==> config.mk <==
export PLATFORM = sky130hd
export DESIGN_NAME = ocd_top
export DESIGN_NICKNAME = d
export VERILOG_FILES = /design/src/design/ocd_pkg.sv /design/src/design/ocd_top.sv /design/src/design/ocd_div_channel.sv
export SDC_FILE = /design/constraint.sdc
export NUM_CORES = 1
export LEC_CHECK = 0
export ABC_AREA = 1
export BUFFER_PORTS_ARGS = -buffer_cell sky130_fd_sc_hd__buf_2
export CAP_MARGIN = 20
export CORE_AREA = 4 4 116 118
export DETAILED_ROUTE_END_ITERATION = 10
export DIE_AREA = 0 0 120 122
export PLACE_DENSITY = 0.77
export RECOVER_POWER = 25
export SYNTH_ARGS = -nofsm -noshare
export SYNTH_HDL_FRONTEND = slang
export SYNTH_SLANG_ARGS = --single-unit
==> constraint.sdc <==
create_clock -name aclk -period 6.3 [get_ports aclk]
set_clock_uncertainty 0.1 [all_clocks]
set_input_delay 0 -clock aclk [delete_from_list [all_inputs] [get_ports aclk]]
set_output_delay 0 -clock aclk [all_outputs]
set_load 0.02 [all_outputs]
==> src/design/ocd_pkg.sv <==
// Purpose: constants and types for the output pair clock divider
// Assumes: axi4-lite slave, word index times four gives byte address
// Notes:   register indices, field positions and reset values below
package ocd_pkg;
    // register indices; byte address is index times four
    localparam logic [11:0] IDX_B_ROUTE  = 12'h195;
    localparam logic [11:0] IDX_C_COUNT  = 12'h196;
    localparam logic [11:0] IDX_C_CTRL   = 12'h197;
    localparam logic [11:0] IDX_C_ROUTE  = 12'h198;
    localparam logic [11:0] IDX_STATUS   = 12'h199;
    localparam logic [11:0] IDX_SRC_SEL  = 12'h1e1;
    // field positions
    localparam int LOW_MSB    = 7;
    localparam int LOW_LSB    = 4;
    localparam int HIGH_MSB   = 3;
    localparam int HIGH_LSB   = 0;
    localparam int BYPASS_BIT = 7;
    localparam int NOSYNC_BIT = 6;
    localparam int FORCE_BIT  = 5;
    localparam int START_BIT  = 4;
    localparam int PHASE_MSB  = 3;
    localparam int PHASE_LSB  = 0;
    localparam int DIRECT_BIT = 1;
    localparam int DCC_BIT    = 0;
    localparam int SEL_VCO    = 1;
    localparam int SEL_BYP    = 0;
    // reset values
    localparam logic [7:0] RST_C_COUNT = 8'h00;
    localparam logic [7:0] RST_C_CTRL  = 8'h00;
    localparam logic [7:0] RST_ROUTE   = 8'h00;
    localparam logic [7:0] RST_SRC_SEL = 8'h00;
    localparam logic [3:0] RST_B_COUNT = 4'hb;
    // axi responses
    localparam logic [1:0] RESP_OKAY   = 2'h0;
    localparam logic [1:0] RESP_SLVERR = 2'h2;
    // divider channel configuration
    typedef struct packed {
        logic       bypass;
        logic       nosync;
        logic       force_hi;
        logic       start_hi;
        logic [3:0] phase;
        logic [3:0] low;
        logic [3:0] high;
        logic       dcc_off;
    } ocd_div_cfg_t;
endpackage

==> src/design/ocd_top.sv <==
// Purpose: clock divider pair outputs with axi4-lite registers
// Assumes: source clocks slower than aclk by at least four
// Notes:   source and sync pins pass three flops each
module ocd_top
    import ocd_pkg::*;
#(
    parameter int         ADDR_W  = 16,          // axi address width
    parameter logic [3:0] B_LOW   = RST_B_COUNT, // pair b low count
    parameter logic [3:0] B_HIGH  = RST_B_COUNT  // pair b high count
)
(
    input  wire logic              aclk,         // system clock
    input  wire logic              aresetn,      // sync reset, low
    input  wire logic [ADDR_W-1:0] s_axi_awaddr, // write address
    input  wire logic              s_axi_awvalid,// write addr valid
    output logic                   s_axi_awready,// write addr ready
    input  wire logic [31:0]       s_axi_wdata,  // write data
    input  wire logic [3:0]        s_axi_wstrb,  // byte enables
    input  wire logic              s_axi_wvalid, // write data valid
    output logic                   s_axi_wready, // write data ready
    output logic [1:0]             s_axi_bresp,  // write response
    output logic                   s_axi_bvalid, // response valid
    input  wire logic              s_axi_bready, // response ready
    input  wire logic [ADDR_W-1:0] s_axi_araddr, // read address
    input  wire logic              s_axi_arvalid,// read addr valid
    output logic                   s_axi_arready,// read addr ready
    output logic [31:0]            s_axi_rdata,  // read data
    output logic [1:0]             s_axi_rresp,  // read response
    output logic                   s_axi_rvalid, // read valid
    input  wire logic              s_axi_rready, // read ready
    input  wire logic              vco_in,       // vco clock pin
    input  wire logic              ext_clk_in,   // external clock pin
    input  wire logic              sync_n_in,    // chip sync, low
    output logic                   pair_b_out_p, // pair b true
    output logic                   pair_b_out_n, // pair b complement
    output logic                   pair_c_out_p, // pair c true
    output logic                   pair_c_out_n  // pair c complement
);

    // synchroniser chain with accepted level
    typedef struct packed {
        logic [2:0] sh;  // shift stages
        logic       acc; // agreed level
    } ocd_pin_t;

    // whole module state
    typedef struct packed {
        logic [7:0]        b_route;  // pair b route and dcc
        logic [7:0]        c_count;  // pair c low and high
        logic [7:0]        c_ctrl;   // pair c control
        logic [7:0]        c_route;  // pair c route and dcc
        logic [1:0]        src_sel;  // source select
        logic              aw_have;  // write address held
        logic [ADDR_W-1:0] aw_addr;  // held write address
        logic              w_have;   // write data held
        logic [31:0]       w_data;   // held write data
        logic [3:0]        w_strb;   // held byte enables
        logic              bvalid;   // write response out
        logic [1:0]        bresp;    // write response code
        logic              rvalid;   // read data out
        logic [1:0]        rresp;    // read response code
        logic [31:0]       rdata;    // read data
        ocd_pin_t          vco;      // vco pin sync
        ocd_pin_t          ext;      // external pin sync
        ocd_pin_t          syn;      // sync pin sync
        logic              src_prev; // last divider source
        logic              syn_prev; // last sync level
        logic              b_p;      // pair b output
        logic              c_p;      // pair c output
    } ocd_st_t;

    ocd_st_t s_q, s_d;

    ocd_div_cfg_t cfg_b;       // pair b divider setup
    ocd_div_cfg_t cfg_c;       // pair c divider setup
    logic         div_b;       // pair b divided level
    logic         div_c;       // pair c divided level
    logic         src_lvl;     // divider input level
    logic         tick;        // divider input edge
    logic         sync_lvl;    // sync held active
    logic         sync_rise;   // sync released
    logic [11:0]  w_idx;       // write register index
    logic [11:0]  r_idx;       // read register index
    logic         w_fire;      // both write halves held
    logic         w_hit;       // write hits a register
    logic         w_bad;       // write refused
    logic [7:0]   wbyte;       // low byte of write data
    logic [7:0]   rbyte;       // low byte of read data
    logic         r_hit;       // read hits a register

    // pin synchroniser: second and third stage must agree
    function automatic ocd_pin_t pin_step(ocd_pin_t p, logic pin);
        ocd_pin_t n;
        n     = p;
        n.sh  = {p.sh[1:0], pin};
        if (p.sh[1] == p.sh[2])
            n.acc = p.sh[2];
        return n;
    endfunction

    // pair b uses fixed counts, register holds route and dcc
    always_comb
    begin
        cfg_b          = '0;
        cfg_b.low      = B_LOW;
        cfg_b.high     = B_HIGH;
        cfg_b.dcc_off  = s_q.b_route[DCC_BIT];
    end

    // pair c setup from its three registers
    always_comb
    begin
        cfg_c          = '0;
        cfg_c.bypass   = s_q.c_ctrl[BYPASS_BIT];
        cfg_c.nosync   = s_q.c_ctrl[NOSYNC_BIT];
        cfg_c.force_hi = s_q.c_ctrl[FORCE_BIT];
        cfg_c.start_hi = s_q.c_ctrl[START_BIT];
        cfg_c.phase    = s_q.c_ctrl[PHASE_MSB:PHASE_LSB];
        cfg_c.low      = s_q.c_count[LOW_MSB:LOW_LSB];
        cfg_c.high     = s_q.c_count[HIGH_MSB:HIGH_LSB];
        cfg_c.dcc_off  = s_q.c_route[DCC_BIT];
    end

    // divider input clock and sync events
    always_comb
    begin
        src_lvl   = s_q.src_sel[SEL_VCO] ? s_q.vco.acc : s_q.ext.acc;
        tick      = src_lvl && !s_q.src_prev;
        sync_lvl  = !s_q.syn.acc;
        sync_rise = s_q.syn.acc && !s_q.syn_prev;
    end

    // divider channel for pair b
    ocd_div_channel u_div_b
    (
        .aclk      (aclk),
        .aresetn   (aresetn),
        .cfg       (cfg_b),
        .tick      (tick),
        .src_lvl   (src_lvl),
        .sync_lvl  (sync_lvl),
        .sync_rise (sync_rise),
        .div_out   (div_b)
    );

    // divider channel for pair c
    ocd_div_channel u_div_c
    (
        .aclk      (aclk),
        .aresetn   (aresetn),
        .cfg       (cfg_c),
        .tick      (tick),
        .src_lvl   (src_lvl),
        .sync_lvl  (sync_lvl),
        .sync_rise (sync_rise),
        .div_out   (div_c)
    );

    // address decode and write checks
    always_comb
    begin
        w_idx  = s_q.aw_addr[13:2];
        r_idx  = s_axi_araddr[13:2];
        w_fire = s_q.aw_have && s_q.w_have && !s_q.bvalid;
        wbyte  = s_q.w_data[7:0];
        w_hit  = (w_idx == IDX_B_ROUTE) || (w_idx == IDX_C_COUNT)
              || (w_idx == IDX_C_CTRL)  || (w_idx == IDX_C_ROUTE)
              || (w_idx == IDX_SRC_SEL) || (w_idx == IDX_STATUS);
        // both select bits may not be set
        w_bad  = !w_hit || (s_q.aw_addr[ADDR_W-1:14] != '0)
              || ((w_idx == IDX_SRC_SEL) && wbyte[SEL_VCO]
                  && wbyte[SEL_BYP]);
    end

    // read mux, unused bits read zero
    always_comb
    begin
        rbyte = 8'h00;
        r_hit = s_axi_araddr[ADDR_W-1:14] == '0;
        if (r_idx == IDX_B_ROUTE)
            rbyte = s_q.b_route;
        else if (r_idx == IDX_C_COUNT)
            rbyte = s_q.c_count;
        else if (r_idx == IDX_C_CTRL)
            rbyte = s_q.c_ctrl;
        else if (r_idx == IDX_C_ROUTE)
            rbyte = s_q.c_route;
        else if (r_idx == IDX_SRC_SEL)
            rbyte = {6'h00, s_q.src_sel};
        else if (r_idx == IDX_STATUS)
            rbyte = {4'h0, sync_lvl, src_lvl, s_q.b_p, s_q.c_p};
        else
            r_hit = 1'b0;
    end

    // next state of the whole block
    always_comb
    begin
        s_d          = s_q;
        // pins through three flops
        s_d.vco      = pin_step(s_q.vco, vco_in);
        s_d.ext      = pin_step(s_q.ext, ext_clk_in);
        s_d.syn      = pin_step(s_q.syn, sync_n_in);
        s_d.src_prev = src_lvl;
        s_d.syn_prev = s_q.syn.acc;

        // write address channel
        if (s_axi_awvalid && s_axi_awready)
        begin
            s_d.aw_have = 1'b1;
            s_d.aw_addr = s_axi_awaddr;
        end
        // write data channel
        if (s_axi_wvalid && s_axi_wready)
        begin
            s_d.w_have = 1'b1;
            s_d.w_data = s_axi_wdata;
            s_d.w_strb = s_axi_wstrb;
        end
        // both halves held: commit and answer
        if (w_fire)
        begin
            s_d.aw_have = 1'b0;
            s_d.w_have  = 1'b0;
            s_d.bvalid  = 1'b1;
            s_d.bresp   = w_bad ? RESP_SLVERR : RESP_OKAY;
            if (!w_bad && s_q.w_strb[0])
            begin
                if (w_idx == IDX_B_ROUTE)
                    s_d.b_route = wbyte;
                else if (w_idx == IDX_C_COUNT)
                    s_d.c_count = wbyte;
                else if (w_idx == IDX_C_CTRL)
                    s_d.c_ctrl = wbyte;
                else if (w_idx == IDX_C_ROUTE)
                    s_d.c_route = wbyte;
                else if (w_idx == IDX_SRC_SEL)
                    s_d.src_sel = wbyte[1:0];
            end
        end
        // response taken
        if (s_q.bvalid && s_axi_bready)
            s_d.bvalid = 1'b0;

        // read: answer one cycle after address taken
        if (s_axi_arvalid && s_axi_arready)
        begin
            s_d.rvalid = 1'b1;
            s_d.rdata  = {24'h000000, rbyte};
            s_d.rresp  = r_hit ? RESP_OKAY : RESP_SLVERR;
        end
        else if (s_q.rvalid && s_axi_rready)
            s_d.rvalid = 1'b0;

        // pair b output select
        // direct bit with same coding
        if (s_q.b_route[DIRECT_BIT] && s_q.src_sel == 2'h2)
            s_d.b_p = s_q.vco.acc;
        else if (s_q.b_route[DIRECT_BIT] && s_q.src_sel == 2'h0)
            s_d.b_p = s_q.ext.acc;
        else
            s_d.b_p = div_b;

        // pair c output select
        // direct bit routes source
        if (s_q.c_route[DIRECT_BIT])
        begin
            // 10 vco, 00 ext, 01 divider
            unique case (s_q.src_sel)
                2'h2:    s_d.c_p = s_q.vco.acc;
                2'h0:    s_d.c_p = s_q.ext.acc;
                default: s_d.c_p = div_c;
            endcase
        end
        else
            s_d.c_p = div_c;
    end

    // state register with reset values
    always_ff @(posedge aclk)
    begin
        if (!aresetn)
        begin
            s_q         <= '0;
            s_q.b_route <= RST_ROUTE;
            s_q.c_count <= RST_C_COUNT;
            s_q.c_ctrl  <= RST_C_CTRL;
            s_q.c_route <= RST_ROUTE;
            s_q.src_sel <= RST_SRC_SEL[1:0];
            s_q.syn.sh  <= 3'h7;
            s_q.syn.acc <= 1'b1;
            s_q.syn_prev <= 1'b1;
        end
        else
            s_q <= s_d;
    end

    // bus handshakes
    always_comb
    begin
        s_axi_awready = !s_q.aw_have;
        s_axi_wready  = !s_q.w_have;
        s_axi_arready = !s_q.rvalid;
    end

    // registered outputs
    assign s_axi_bvalid = s_q.bvalid;
    assign s_axi_bresp  = s_q.bresp;
    assign s_axi_rvalid = s_q.rvalid;
    assign s_axi_rresp  = s_q.rresp;
    assign s_axi_rdata  = s_q.rdata;
    assign pair_b_out_p = s_q.b_p;
    assign pair_b_out_n = !s_q.b_p;
    assign pair_c_out_p = s_q.c_p;
    assign pair_c_out_n = !s_q.c_p;
endmodule

==> src/design/ocd_div_channel.sv <==
// Purpose: one divider channel counting input clock cycles
// Assumes: tick marks one rising edge of the divider input clock
// Notes:   output is a registered level on aclk
module ocd_div_channel
    import ocd_pkg::*;
(
    input  wire logic          aclk,      // system clock
    input  wire logic          aresetn,   // sync reset, low
    input  wire ocd_pkg::ocd_div_cfg_t cfg, // channel setup
    input  wire logic          tick,      // input clock edge
    input  wire logic          src_lvl,   // input clock level
    input  wire logic          sync_lvl,  // accepted sync level
    input  wire logic          sync_rise, // sync release event
    output logic               div_out    // divided level
);
    typedef struct packed {
        logic [3:0] cnt;   // cycles left in phase
        logic [3:0] ph;    // phase offset left
        logic       lvl;   // divided level
        logic       out;   // output flop
    } ocd_ch_st_t;

    ocd_ch_st_t s_q, s_d;
    logic [4:0] total; // whole period minus two
    logic [3:0] hi_n;  // high count used
    logic [3:0] lo_n;  // low count used

    // duty-corrected counts when correction is on
    always_comb
    begin
        total = {1'b0, cfg.low} + {1'b0, cfg.high};
        if (!cfg.dcc_off)
        begin
            hi_n = total[4:1] + {3'h0, total[0]};
            lo_n = total[4:1];
        end
        else
        begin
            hi_n = cfg.high;
            lo_n = cfg.low;
        end
    end

    // next state
    always_comb
    begin
        s_d = s_q;
        if (!cfg.nosync && sync_lvl)
        begin
            s_d.lvl = cfg.start_hi;
            s_d.cnt = cfg.start_hi ? hi_n : lo_n;
            s_d.ph  = cfg.phase;
        end
        else if (!cfg.nosync && sync_rise)
        begin
            s_d.lvl = cfg.start_hi;
            s_d.cnt = cfg.start_hi ? hi_n : lo_n;
            s_d.ph  = cfg.phase;
        end
        else if (tick)
        begin
            if (s_q.ph != 4'h0)
                s_d.ph = s_q.ph - 4'h1;
            else if (s_q.cnt != 4'h0)
                s_d.cnt = s_q.cnt - 4'h1;
            else
            begin
                s_d.lvl = !s_q.lvl;
                s_d.cnt = s_q.lvl ? lo_n : hi_n;
            end
        end
        if (cfg.bypass)
            s_d.out = src_lvl;
        else if (cfg.nosync && sync_lvl)
            s_d.out = cfg.force_hi;
        else
            s_d.out = s_d.lvl;
    end

    // state register
    always_ff @(posedge aclk)
    begin
        if (!aresetn)
            s_q <= '0;
        else
            s_q <= s_d;
    end

    assign div_out = s_q.out;
endmodule

==> metrics.cfg <==
[synthesis]
synth_area_leader_cell = dfxtp_1
yosys-top-cells-count = nand2_1 (173), nor2_1 (152), dfxtp_1 (106), inv_1 (106), o21ai_0 (53)
async_reset_ff_share_pct = 0
ys.flop_type = dfxtp_1
ys_ff_latch = 106
synthMuxAreaShare_pct = 0
synth_xor_area_share_pct = 0.634
synth_edf_count = 0
synth_warnings = 0
avgSynthCellArea_um2 = 6.83
synthTopCellsByArea = dfxtp_1 (38%), nand2_1 (12%), nor2_1 (10%)
synth_top_family_by_area = simple AND/OR/NAND/NOR gates
synthAdderAreaFrac_pct = 2.85
netlist_area_um2 = 5530
synth-simple-area-share_pct = 30.9
synth_top_area_share_pct = 38.4
syn_inst = 810
seq_area_frac_synth_pct = 38.4
synth.distinct_cells = 39
synth_compound_area_share_pct = 12.6
synth.most_common_cell = nand2_1

[floorplan]
num_rows = 41
die_area_um2 = 14600
io_pins = 123
core_area_um2 = 12500
initial_core_util_pct = 44.4
fp.dieW_um = 120
die_y_um = 122

[drt]
vias = 4989
drt_wl_total_mm = 12.5
drt_drc_violations_left = 0
routedWlPerCell_um = 11.7
drtAntennaViolNets = 0
vias_per_cell = 4.68
firstDrtPassIters = 5
drtIter0Drc = 270

[timing]
rsz0062_at_grt = false
setup_viol = 0
period_needed_ns = 2.63
drv_slew = 0
layout_setup_ws_ns = 3.67
fmax_mhz = 381
finalCritPeriodShare_pct = 41.7
worstMarginPinSlew_ns = 0.764
slew_headroom_pct = 49.1
finalHoldViolCount = 0
finalSetupTns_ns = 0

[worst_setup_path]
crit_path_end_kind = register
ff2ff_setup_slack_ns = 3.67
path_buf_inv = 2
cp_top_family = adder cells
path_cells = ha_1, inv_1, fa_1, inv_1, ha_1, ha_1, nand2_1, o21ai_0, a21oi_1, o21ai_0, nand2_1, nand2_1, o2111ai_1, a21oi_1
worst-setup-path-type = reg2reg
r2r_start = cfg_c[5]
slowest_stage = fa_1
rr_endpoint = u_div_c.s_q[7]
reg2regPathDepth = 14
cp.arrival_ns = 2.73
required_ns = 6.40
crit_end = u_div_c.s_q[7]
critPathLaunch = cfg_c[5]
cp-start-kind = register
path_max_fanout = 4
critical_path_depth = 14
cpPeakStageDelay_ns = 0.50

[place]
dp_slack_ns = 3.70
place_inst = 1019
io_buffers = 65
place.gp.congestion = 0.929
hpwl_mm = 8.76

[global_route]
grt_pass1_vias = 4484
grt.busiest_layer = met2
grt.met1_usage_pct = 22.3
overflow = 0
grt_max_degree = 80
use_met3_pct = 3.67
use_met2_pct = 28.2
antenna_found_initial = 0
grt_pass1_wl_mm = 20.6
grt_use_total_pct = 17.2

[clock_tree]
cts_num_sinks = 106
htree_levels = 3
insertion_delay_ns = 0.35
cts_tree = yes
cts_buffers = 9
clk_pin_slew_ns = 0.07
post-cts-setup-buffers = 0
cts_root_buf = clkbuf_16
clockBufferDepth = 2

[outcome]
outcome = finished, final reports clean

[power]
p_comb_share_pct = 7.9
internal-power_uw = 1040
p_clk_share_pct = 41.0
power_switching_uw = 340
power_switching_share_pct = 24.6
peakVddDrop_v = 0.000164
p_per_area_nw_per_um2 = 216
p_leak_uw = 0.00305
pwr-share-seq_pct = 51.1

[layout]
nets = 980
drive_above_1_share_pct = 10.5
syn_to_final_growth_pct = 15.5
stdcell_count = 1067
final_util_pct = 51.2
antenna_cells = 0

[run]
max-cap-violations = 0

[hold_path]
worstHoldPathType = in2reg

per-stage QoR:
stage / hold WS (ns) / total power, µW / cell area [µm²]
global placement: 0.0851 / 815 / 5800
finish: 0.0680 / 1380 / 6390
global route: 0.127 / 1440 / 6390
detailed placement: 0.0881 / 817 / 5800
floorplan: -0.00237 / 796 / 5620
CTS: 0.0488 / 1400 / 6420
worst min-delay path by stage:
stage	start	end	depth (start not counted)
floorplan	ext_clk_in	s_d[10]	2
global placement	sync_n_in	s_d[6]	2
detailed placement	vco_in	s_d[14]	3
CTS	s_axi_arvalid	s_axi_rdata[0]	4
global route	s_axi_arvalid	s_axi_rdata[2]	4
finish	s_axi_arvalid	s_axi_rdata[0]	4
state kept, by name, summed over array words and instances, names as in the netlist:
signal,cells
s_q,48
cfg_c,17
u_div_b.s_q,9
u_div_c.s_q,9
s_axi_rdata,8
s_d,7
cfg_b,1
pair_b_out_p,1
pair_c_out_p,1
s_axi_bresp,1
s_axi_bvalid,1
s_axi_rresp,1
s_axi_rvalid,1
u_div_c.div_out,1
power by group through the flow:
stage / sequential, µW / combinational [µW] / clock, µW
after detailed placement: 721 / 95.5 / 0
after CTS: 706 / 111 / 579
final: 706 / 110 / 566
after global placement: 721 / 94.0 / 0
after global routing: 708 / 124 / 607
after floorplan: 716 / 79.3 / 0
worst register-to-register path: stages, from the launching register on:
cell,delay (ns)
dfxtp_1,0.38
ha_1,0.21
inv_1,0.06
fa_1,0.50
inv_1,0.04
ha_1,0.19
ha_1,0.27
nand2_1,0.06
o21ai_0,0.12
a21oi_1,0.15
o21ai_0,0.10
nand2_1,0.07
nand2_1,0.05
o2111ai_1,0.09
a21oi_1,0.09
layer usage:
layer | part of all wire, % | routed length [µm]
met1 | 45 | 5650
met2 | 46 | 5790
met3 | 6.2 | 769
met4 | 2.2 | 271
met5 | 0 | 0
kinds of logic (layout without fill, tap and decap cells):
family | after synthesis | after routing
adders and majority gates | 12 | 12
xor gates and xnor gates | 4 | 4
other | 1 | 26
buffers and inverters | 169 | 229
and+or+nand+nor | 393 | 393
DFF | 106 | 106
AOI/OAI and AO/OA | 125 | 125
what timing repair did:
action / CTS / global route
gates resized for setup: 0 / 0
hold buffers: 32 / 0
hold endpoints to repair: 31 / 0
setup endpoints to repair: 0 / 0
placed cells by master, fill, tap and decap left out, types with 6 or more instances in the layout:
| cell type | netlist | final |
|---|---|---|
| nor3_1 | 5 | 6 |
| nand4_1 | 9 | 9 |
| nand2_1 | 173 | 173 |
| nand2_2 | 10 | 10 |
| buf_2 | 4 | 47 |
| conb_1 | 1 | 26 |
| dlygate4sd3_1 | 0 | 32 |
| o211ai_1 | 6 | 6 |
| ha_1 | 11 | 11 |
| clkbuf_16 | 0 | 9 |
| nor2_1 | 152 | 152 |
| inv_1 | 106 | 106 |
| o21ai_0 | 53 | 54 |
| clkbuf_1 | 9 | 19 |
| dfxtp_1 | 106 | 106 |
| nand3_1 | 26 | 26 |
| a21oi_1 | 44 | 44 |
layout make-up:
cell class | instances | area, µm²
fillers | 1255 | 6080
multi-input cells | 560 | 2690
flip-flops and latches | 106 | 2120
repair buffers | 98 | 631
inverters | 115 | 432
clock buffers | 10 | 229
well taps | 172 | 215
clock inverters | 6 | 73.8
Note: power is estimated with default switching activity, not from simulation.
